--- src/pkg/chg_class_pkg.sv ---
// constants and types for the charger type classifier
package chg_class_pkg;

  // base charger class codes
  localparam logic [1:0] BASE_NONE = 2'h0;
  localparam logic [1:0] BASE_SDP  = 2'h1;
  localparam logic [1:0] BASE_CDP  = 2'h2;
  localparam logic [1:0] BASE_DCP  = 2'h3;

  // proprietary class codes
  localparam logic [2:0] PROP_UNKNOWN = 3'h0;
  localparam logic [2:0] PROP_SHORT2A = 3'h1;
  localparam logic [2:0] PROP_HALF_A  = 3'h2;
  localparam logic [2:0] PROP_ONE_A   = 3'h3;
  localparam logic [2:0] PROP_TWO_A   = 3'h4;
  localparam logic [2:0] PROP_12W     = 3'h5;

  // line voltage bands, lowest first
  localparam logic [2:0] BAND_LOW  = 3'h0; // 0 to 0.32V
  localparam logic [2:0] BAND_B1   = 3'h1; // 0.32V to 31%
  localparam logic [2:0] BAND_B2   = 3'h2; // 31% to 47%
  localparam logic [2:0] BAND_B3   = 3'h3; // 47% to 64%
  localparam logic [2:0] BAND_HIGH = 3'h4; // 64% to 100%

  // register offsets
  localparam logic [3:0] ADDR_RESULT   = 4'h0;
  localparam logic [3:0] ADDR_CONTROL  = 4'h1;
  localparam logic [3:0] ADDR_IRQ_STAT = 4'h2;
  localparam logic [3:0] ADDR_IRQ_EN   = 4'h3;
  localparam logic [3:0] ADDR_IRQ_CLR  = 4'h4;

  // interrupt bit positions
  localparam int IRQ_DONE  = 0;
  localparam int IRQ_VBCHG = 1;
  localparam int IRQ_BOOT  = 2;
  localparam int IRQ_W     = 3;

  // reset values
  localparam logic [7:0] CONTROL_RST = 8'h00;
  localparam logic [2:0] IRQ_RST     = 3'h0;

  // detection timing
  localparam int SETTLE_NS     = 1000;
  localparam int CLK_NS        = 10;
  localparam int SETTLE_CYCLES = (SETTLE_NS + CLK_NS - 1) / CLK_NS;

  typedef enum logic [4:0] {
    ST_IDLE    = 5'b00001,
    ST_PRIMARY = 5'b00010,
    ST_SECOND  = 5'b00100,
    ST_SETTLE  = 5'b01000,
    ST_DONE    = 5'b10000
  } det_state_type;

endpackage

--- src/pkg/det_if.sv ---
// link between the detection engine and the band classifier
`timescale 1ns/1ps
interface det_if;
  logic [2:0] dplus_band;
  logic [2:0] dminus_band;
  logic [2:0] prop_class;
  logic [1:0] prop_base;
  logic       prop_valid;
  modport engine (input prop_class, input prop_base, input prop_valid);
  modport classifier (input  dplus_band,
                      input  dminus_band,
                      output prop_class,
                      output prop_base,
                      output prop_valid);
endinterface

--- src/charger_type_classifier.sv ---
// charger detection, classification, outputs and register port
`timescale 1ns/1ps
//////////////////////////////////////////////////////////////////////////////
module charger_type_classifier
  import chg_class_pkg::*;
#(
  parameter int SETTLE_CNT = SETTLE_CYCLES
)
(
  input  wire logic       sys_clk_i,
  input  wire logic       srst_i,
  input  wire logic       bus_power_valid_i,
  input  wire logic       primary_detect_i,
  input  wire logic       secondary_detect_i,
  input  wire logic [3:0] dplus_above_i,
  input  wire logic [3:0] dminus_above_i,
  input  wire logic       sbu1_80k_i,
  input  wire logic       sbu2_80k_i,
  input  wire logic [3:0] reg_addr_i,
  input  wire logic [7:0] reg_wdata_i,
  input  wire logic       reg_wr_i,
  input  wire logic       reg_rd_i,
  output logic      [7:0] reg_rdata_o,
  output logic            dplus_source_voltage_o,
  output logic            dminus_sink_o,
  output logic      [1:0] base_charger_class_o,
  output logic      [2:0] proprietary_charger_class_o,
  output logic            detection_running_flag_o,
  output logic            charge_en_n_o,
  output logic            charge_en_n_oe_o,
  output logic            factory_boot_n_o,
  output logic            factory_boot_n_oe_o,
  output logic            irq_n_o,
  output logic            irq_n_oe_o
);

  typedef struct packed {
    det_state_type     st;
    logic [15:0]       cnt;
    logic              pwr_seen;
    logic              dp_src;
    logic              dm_sink;
    logic [1:0]        base;
    logic [2:0]        prop;
    logic              running;
    logic              ce_low;
    logic              boot_low;
    logic [7:0]        control;
    logic [IRQ_W-1:0]  irq_stat;
    logic [IRQ_W-1:0]  irq_en;
    logic              irq_low;
    logic [7:0]        rdata;
  } state_type;

  state_type s_r;
  state_type s_nxt;

  det_if link ();

  logic [IRQ_W-1:0] ev;
  logic [3:0]       line_above [2];
  logic [2:0]       line_band  [2];

  //////////////////////////////////////////////////////////////////////////
  // band classification

  // index 0 is the d+ line, index 1 the d- line
  assign line_above[0] = dplus_above_i;
  assign line_above[1] = dminus_above_i;

  for (genvar g = 0; g < 2; g++) begin : g_line
    band_quantizer u_quant (
      .above_i (line_above[g]),
      .band_o  (line_band[g])
    );
  end

  assign link.dplus_band  = line_band[0];
  assign link.dminus_band = line_band[1];

  band_classifier u_class (
    .link (link.classifier)
  );

  function automatic logic [7:0] read_mux(input logic [3:0] a,
                                          input state_type s);
    case (a)
      ADDR_RESULT:   read_mux = {2'h0, s.running, s.prop, s.base};
      ADDR_CONTROL:  read_mux = s.control;
      ADDR_IRQ_STAT: read_mux = {5'h00, s.irq_stat};
      ADDR_IRQ_EN:   read_mux = {5'h00, s.irq_en};
      default:       read_mux = 8'h00;
    endcase
  endfunction

  //////////////////////////////////////////////////////////////////////////
  // next state

  always_comb begin
    s_nxt = s_r;
    ev    = '0;
    s_nxt.pwr_seen = bus_power_valid_i;

    unique case (s_r.st)
      ST_IDLE: begin
        if (bus_power_valid_i && !s_r.pwr_seen) begin
          s_nxt.st      = ST_PRIMARY;
          s_nxt.running = 1'b1;
          s_nxt.dp_src  = 1'b1;
          s_nxt.cnt     = 16'(SETTLE_CNT);
          s_nxt.base    = BASE_NONE;
          s_nxt.prop    = PROP_UNKNOWN;
        end
      end
      ST_PRIMARY: begin
        if (s_r.cnt != 16'h0000) begin
          s_nxt.cnt = s_r.cnt - 16'h0001;
        end else if (!primary_detect_i) begin
          s_nxt.base   = BASE_SDP;
          s_nxt.dp_src = 1'b0;
          s_nxt.st     = ST_SETTLE;
        end else begin
          s_nxt.dp_src  = 1'b0;
          s_nxt.dm_sink = 1'b1;
          s_nxt.cnt     = 16'(SETTLE_CNT);
          s_nxt.st      = ST_SECOND;
        end
      end
      ST_SECOND: begin
        if (s_r.cnt != 16'h0000) begin
          s_nxt.cnt = s_r.cnt - 16'h0001;
        end else begin
          s_nxt.base    = secondary_detect_i ? BASE_DCP : BASE_CDP;
          s_nxt.dm_sink = 1'b0;
          s_nxt.dp_src  = 1'b0;
          s_nxt.st      = ST_SETTLE;
        end
      end
      ST_SETTLE: begin
        if (link.prop_valid) begin
          s_nxt.prop = link.prop_class;
          s_nxt.base = link.prop_base;
        end
        s_nxt.st = ST_DONE;
      end
      ST_DONE: begin
        s_nxt.running = 1'b0;
        ev[IRQ_DONE]  = 1'b1;
        s_nxt.st      = ST_IDLE;
      end
    endcase

    if (!bus_power_valid_i) begin
      s_nxt.st      = ST_IDLE;
      s_nxt.base    = BASE_NONE;
      s_nxt.prop    = PROP_UNKNOWN;
      s_nxt.running = 1'b0;
      s_nxt.dp_src  = 1'b0;
      s_nxt.dm_sink = 1'b0;
      s_nxt.cnt     = 16'h0000;
    end
    if (bus_power_valid_i != s_r.pwr_seen) begin
      ev[IRQ_VBCHG] = 1'b1;
    end

    // charge enable from the class currently reported
    if (s_nxt.base == BASE_NONE) begin
      s_nxt.ce_low = 1'b0;
    end else if (s_nxt.base == BASE_SDP && s_nxt.prop == PROP_UNKNOWN) begin
      s_nxt.ce_low = s_nxt.control[0];
    end else begin
      s_nxt.ce_low = 1'b1;
    end

    s_nxt.boot_low = sbu1_80k_i | sbu2_80k_i;
    if (s_nxt.boot_low && !s_r.boot_low) begin
      ev[IRQ_BOOT] = 1'b1;
    end

    // register port: set beats clear
    if (reg_wr_i) begin
      if (reg_addr_i == ADDR_CONTROL) begin
        s_nxt.control = reg_wdata_i;
      end
      if (reg_addr_i == ADDR_IRQ_EN) begin
        s_nxt.irq_en = reg_wdata_i[IRQ_W-1:0];
      end
      if (reg_addr_i == ADDR_IRQ_CLR) begin
        s_nxt.irq_stat = s_r.irq_stat & ~reg_wdata_i[IRQ_W-1:0];
      end
    end
    s_nxt.irq_stat = s_nxt.irq_stat | ev;
    s_nxt.irq_low  = |(s_nxt.irq_stat & s_nxt.irq_en);
    s_nxt.rdata    = reg_rd_i ? read_mux(reg_addr_i, s_r) : 8'h00;
  end

  //////////////////////////////////////////////////////////////////////////
  // state register

  always_ff @(posedge sys_clk_i) begin
    if (srst_i) begin
      s_r.st       <= ST_IDLE;
      s_r.cnt      <= 16'h0000;
      s_r.pwr_seen <= 1'b0;
      s_r.dp_src   <= 1'b0;
      s_r.dm_sink  <= 1'b0;
      s_r.base     <= BASE_NONE;
      s_r.prop     <= PROP_UNKNOWN;
      s_r.running  <= 1'b0;
      s_r.ce_low   <= 1'b0;
      s_r.boot_low <= 1'b0;
      s_r.control  <= CONTROL_RST;
      s_r.irq_stat <= IRQ_RST;
      s_r.irq_en   <= IRQ_RST;
      s_r.irq_low  <= 1'b0;
      s_r.rdata    <= 8'h00;
    end else begin
      s_r <= s_nxt;
    end
  end

  //////////////////////////////////////////////////////////////////////////
  // outputs, open-drain pins drive only low

  assign reg_rdata_o                 = s_r.rdata;
  assign dplus_source_voltage_o      = s_r.dp_src;
  assign dminus_sink_o               = s_r.dm_sink;
  assign base_charger_class_o        = s_r.base;
  assign proprietary_charger_class_o = s_r.prop;
  assign detection_running_flag_o    = s_r.running;
  assign charge_en_n_o               = 1'b0;
  assign charge_en_n_oe_o            = s_r.ce_low;
  assign factory_boot_n_o            = 1'b0;
  assign factory_boot_n_oe_o         = s_r.boot_low;
  assign irq_n_o                     = 1'b0;
  assign irq_n_oe_o                  = s_r.irq_low;

endmodule

--- src/band_classifier.sv ---
// maps d+/d- voltage bands to proprietary class and base class
`timescale 1ns/1ps
module band_classifier
  import chg_class_pkg::*;
(
  det_if.classifier link
);

  always_comb begin
    link.prop_class = PROP_UNKNOWN;
    link.prop_base  = BASE_NONE;
    link.prop_valid = 1'b0;
    if (link.dminus_band == BAND_B1 && link.dplus_band == BAND_B1) begin
      link.prop_class = PROP_SHORT2A;
      link.prop_base  = BASE_DCP;
      link.prop_valid = 1'b1;
    end else if (link.dminus_band == BAND_B2) begin
      if (link.dplus_band == BAND_B2) begin
        link.prop_class = PROP_HALF_A;
        link.prop_base  = BASE_SDP;
        link.prop_valid = 1'b1;
      end else if (link.dplus_band == BAND_B3) begin
        link.prop_class = PROP_TWO_A;
        link.prop_base  = BASE_SDP;
        link.prop_valid = 1'b1;
      end
    end else if (link.dminus_band == BAND_B3) begin
      if (link.dplus_band == BAND_B2) begin
        link.prop_class = PROP_ONE_A;
        link.prop_base  = BASE_CDP;
        link.prop_valid = 1'b1;
      end else if (link.dplus_band == BAND_B3) begin
        link.prop_class = PROP_12W;
        link.prop_base  = BASE_DCP;
        link.prop_valid = 1'b1;
      end
    end
  end

endmodule

--- src/band_quantizer.sv ---
// turns four threshold comparator outputs into a band code
`timescale 1ns/1ps
module band_quantizer
  import chg_class_pkg::*;
(
  input  wire logic [3:0] above_i,
  output logic      [2:0] band_o
);

  // thermometer code: bit0 0.32V, bit1 31%, bit2 47%, bit3 64%
  always_comb begin
    band_o = BAND_LOW;
    if (above_i[3]) begin
      band_o = BAND_HIGH;
    end else if (above_i[2]) begin
      band_o = BAND_B3;
    end else if (above_i[1]) begin
      band_o = BAND_B2;
    end else if (above_i[0]) begin
      band_o = BAND_B1;
    end
  end

endmodule

--- config.mk ---
export PLATFORM = sky130hd
export DESIGN_NAME = charger_type_classifier
export DESIGN_NICKNAME = d
export VERILOG_FILES = /design/src/pkg/chg_class_pkg.sv /design/src/pkg/det_if.sv /design/src/charger_type_classifier.sv /design/src/band_classifier.sv /design/src/band_quantizer.sv
export SDC_FILE = /design/constraint.sdc
export NUM_CORES = 1
export LEC_CHECK = 0
export ABC_AREA = 1
export BUFFER_PORTS_ARGS = -buffer_cell sky130_fd_sc_hd__buf_2
export CORE_MARGIN = 3
export CORE_UTILIZATION = 61
export DETAILED_ROUTE_END_ITERATION = 16
export GPL_ROUTABILITY_DRIVEN = 0
export PLACE_DENSITY = 0.83
export SLEW_MARGIN = 20
export SYNTH_ARGS = -nofsm -noshare
export SYNTH_HDL_FRONTEND = slang
export SYNTH_SLANG_ARGS = --single-unit
--- constraint.sdc ---
create_clock -name sys_clk_i -period 3.6 [get_ports sys_clk_i]
set_clock_uncertainty 0.05 [all_clocks]
set_input_delay 0.54 -clock sys_clk_i [delete_from_list [all_inputs] [get_ports sys_clk_i]]
set_output_delay 0.54 -clock sys_clk_i [all_outputs]
set_load 0.03 [all_outputs]
==> impl_metrics.yaml <==
floorplan:
  floorplan.die.height_um: 78.7
  initial_utilization_pct: 65.7
  die_w_um: 78.7
  design.core.area_um2: 4910
  io_pins: 51
  rows: 25
  fp.dieArea_um2: 6190
setup_path:
  worstRegToRegCells: 11
  worstReg2RegEnd: "charge_en_n_oe_o"
  ff2ff_setup_slack_ps: 1480
  most_used_cell_along_the_critical_path: "nand2_1"
  cp_slowest_stage_delay_ps: 340
  crit_path_end_kind: "flop"
  cpMaxStageDelayCell: "dfxtp_1"
  rr_startpoint: "s_r[34]"
  worst_setup_path_startpoint: "s_r[34]"
  critical_path_class: "flop to flop"
  crit_arrival_ps: 2310
  timing.critical_path.cells: "inv_1, ha_1, nand2_2, nor2_1, nand2_1, nand2_1, o21ai_0, o21ai_1, nand2_1, nand2_1, nand2_1"
  timing.critical_path.from_type: "flop"
  worstPathRequired_ps: 3780
  worstPathMaxFanout: 12
global_route:
  first_global_vias: 2668
  track_usage_pct: 24.3
  grt_pass1_wl_um: 11900
  grt_overflow_total: 0
  largest_net_degree_at_the_start_of_global_routing: 23
  grt_antenna_before_repair: 0
sta:
  rsz0062_at_grt: "no"
  finalCriticalPeriod_ps: 2120
  max_clock_freq_mhz: 471
  report.final.slew_viol_count: 0
  report.final.setup_viol: 0
  period_share_pct: 59.0
  totalNegativeSetupSlack_ps: 0
  max_slew.worst_pin.slew_ps: 900
  final_hold_viol_count: 0
  slew_headroom_pct: 39.9
power:
  power-per-cell-area_nw_per_um2: 379
  ir_drop_mv: 0.218
  static-leakage-power_nw: 1.69
finish:
  layout.cells.most_common: "nand2_1"
  fin_area_um2: 3470
  most-common-layout-cells: "111 x nand2_1, 62 x inv_1, 59 x nor2_1, 55 x dfxtp_1, 47 x buf_2"
  fill_cells: 416
  final_net_count: 540
  multiInputGateArea_um2: 1700
  final_layout_size_suffix_gt1_share_pct: 19.6
  antennaDiodeCount: 0
  footprint_of_the_flip_flops_and_latches_um2: 1100
  post_synthesis_to_final_layout_area_growth_pct: 7.68
synth:
  ys_seq_elements: 55
  synth_cell_types: 38
  synth-edff-count: 0
  synth.avg_cell_area_um2: 6.75
  synth.cell_area_um2: 3220
  synth_largest_area_cell: "dfxtp_1"
  postSynthCellCount: 478
  yosys-top-cells-area: "dfxtp_1 34%, nand2_1 13%, inv_1 7.2%"
  synth_top_family_by_area: "simple AND/OR/NAND/NOR gates"
  yosysSeqAreaShare_pct: 34.1
  ys.warnings.count: 0
  synth_simple_gate_area_share_pct: 35.4
  postSynth.topFlopCell: "dfxtp_1"
  yosysTopAreaCellShare_pct: 34.1
  share_of_async_settable_or_async_resettable_flops_after_synthesis_pct: 0
  synth_xor_xnor_area_share_pct: 3.53
  complex_gate_fraction_of_the_synthesized_area_pct: 12.5
  yosys-mux-area-fraction_pct: 0
  post_synth_fa_ha_maj_area_fraction_pct: 0.776
place:
  dp_hpwl_um: 5670
  dpl-instance-area_um2: 3380
  io_buffers: 47
route:
  drt-total-wl_um: 7410
  antenna_left: 0
  post-route-drc-count: 0
  drt_pre_antenna_iters: 4
  vias_after_detailed_routing: 3003
  vias_per_cell: 5.20
  routed_wire_length_per_instance_um: 12.8
  detail_route.iter0.violations: 199
cts:
  cts_tree: "done"
  cts_max_path_buffers: 2
  clock_input_transition_at_the_sequential_cells_of_the_worst_setup_and_hold_paths_ps: 110
  clk_latency_ps: 320
  tritoncts.num_buffers: 5
  clock-root-buffer: "clkbuf_8"
  cts_post_setup_buffers_inserted: 0
  cts_max_level: 2
  post_cts_resized: 0
  cts_num_sinks: 55
  cts_hold_buf: 0
status:
  outcome: "complete, no violations"
hold_path:
  timing.hold.worst_endpoint: "factory_boot_n_oe_o"
  holdCritStartpoint: "sbu2_80k_i"
  min-delay-path-class: "primary input to flop"
  worst_hold_path.num_cells: 3
run:
  cap_viol_max_count: 0
==> report_power, final <==
| part | switching [W] | internal (W) |
|---|---|---|
| Combinational | 0.000215 | 0.0000981 |
| Sequential | 0.0000116 | 0.000623 |
| Clock | 0.000224 | 0.000143 |
==> state kept, by name, summed over array words and instances (netlist names) <==
signal                       cells
reg_rdata_o                      8
detection_running_flag_o         1
dplus_source_voltage_o           1
dminus_sink_o                    1
base_charger_class_o             2
irq_n_oe_o                       1
s_r                             36
proprietary_charger_class_o      3
factory_boot_n_oe_o              1
charge_en_n_oe_o                 1
==> Yosys cell counts (2+ instances only) <==
library cell	instances
nand4_1	6
a31oi_1	2
o22ai_1	5
nor3_1	7
a21oi_1	25
nand3_4	2
nand2_2	12
a211oi_1	4
nand2_1	111
buf_4	17
ha_1	2
o21ai_1	2
nor2_1	59
o21ai_0	15
inv_1	62
nand3_1	32
xor2_1	9
dfxtp_1	55
clkbuf_1	6
a21oi_2	10
nor2_2	5
inv_2	6
nor2_4	4
nand3b_1	3
xnor2_1	4
==> worst max-delay path: cells and delay by family, from the launching register on <==
family                   cells  cell delay [ps]
buffers and inverters        1              120
AND/OR/NAND/NOR              7             1030
adder cells (fa/ha/maj)      1              260
AO/OA/AOI/OAI                2              230
flip-flops                   1              340
==> worst max path at each step <==
stage                       end  slack, ps  cells after the start
3_5_place_dp            s_r[53]       1440                      4
6_report       charge_en_n_oe_o       1480                     11
4_1_cts        charge_en_n_oe_o       1510                     11
2_1_floorplan           s_r[43]       1880                     11
3_3_place_gp            s_r[53]       1510                      4
5_1_grt        charge_en_n_oe_o       1230                     11
==> cell type report <==
class | count | share of cell area, %
Clock inverter | 3 | 0.793
Timing Repair Buffer | 47 | 6.77
Clock buffer | 5 | 1.98
Tap cell | 67 | 2.41
Inverter | 69 | 7.46
Multi-Input combinational cell | 331 | 48.9
Sequential cell | 55 | 31.7
==> per-stage QoR <==
step / util [%] / total power [W] / worst slack [ps] / std cells / hold slack, ps
3_5_place_dp: 68.7 / 0.000954 / 1440 / 569 / 402
2_1_floorplan: - / 0.000897 / 1880 / 480 / 374
3_3_place_gp: 68.7 / 0.000947 / 1510 / 569 / 392
4_1_cts: 70.7 / 0.00132 / 1510 / 577 / 390
6_report: 70.7 / 0.00132 / 1480 / 577 / 398
5_1_grt: 70.7 / 0.00138 / 1230 / 577 / 417
==> cell families after synthesis <==
logic type	count (synthesis)
DFF	55
buffers and inverters	94
adders and majority gates	2
other	1
and+or+nand+nor	247
AOI/OAI and AO/OA	66
xor gates and xnor gates	13
==> per-layer routing <==
metal,wire length [um],GRT usage [%],vias up
met1,3480,32.5,1328
met3,390,3.74,15
met2,3390,38.8,105
met4,153,10.5,0
met5,0,0,-
li1,-,-,1555
(Power assumes the default switching activity.)
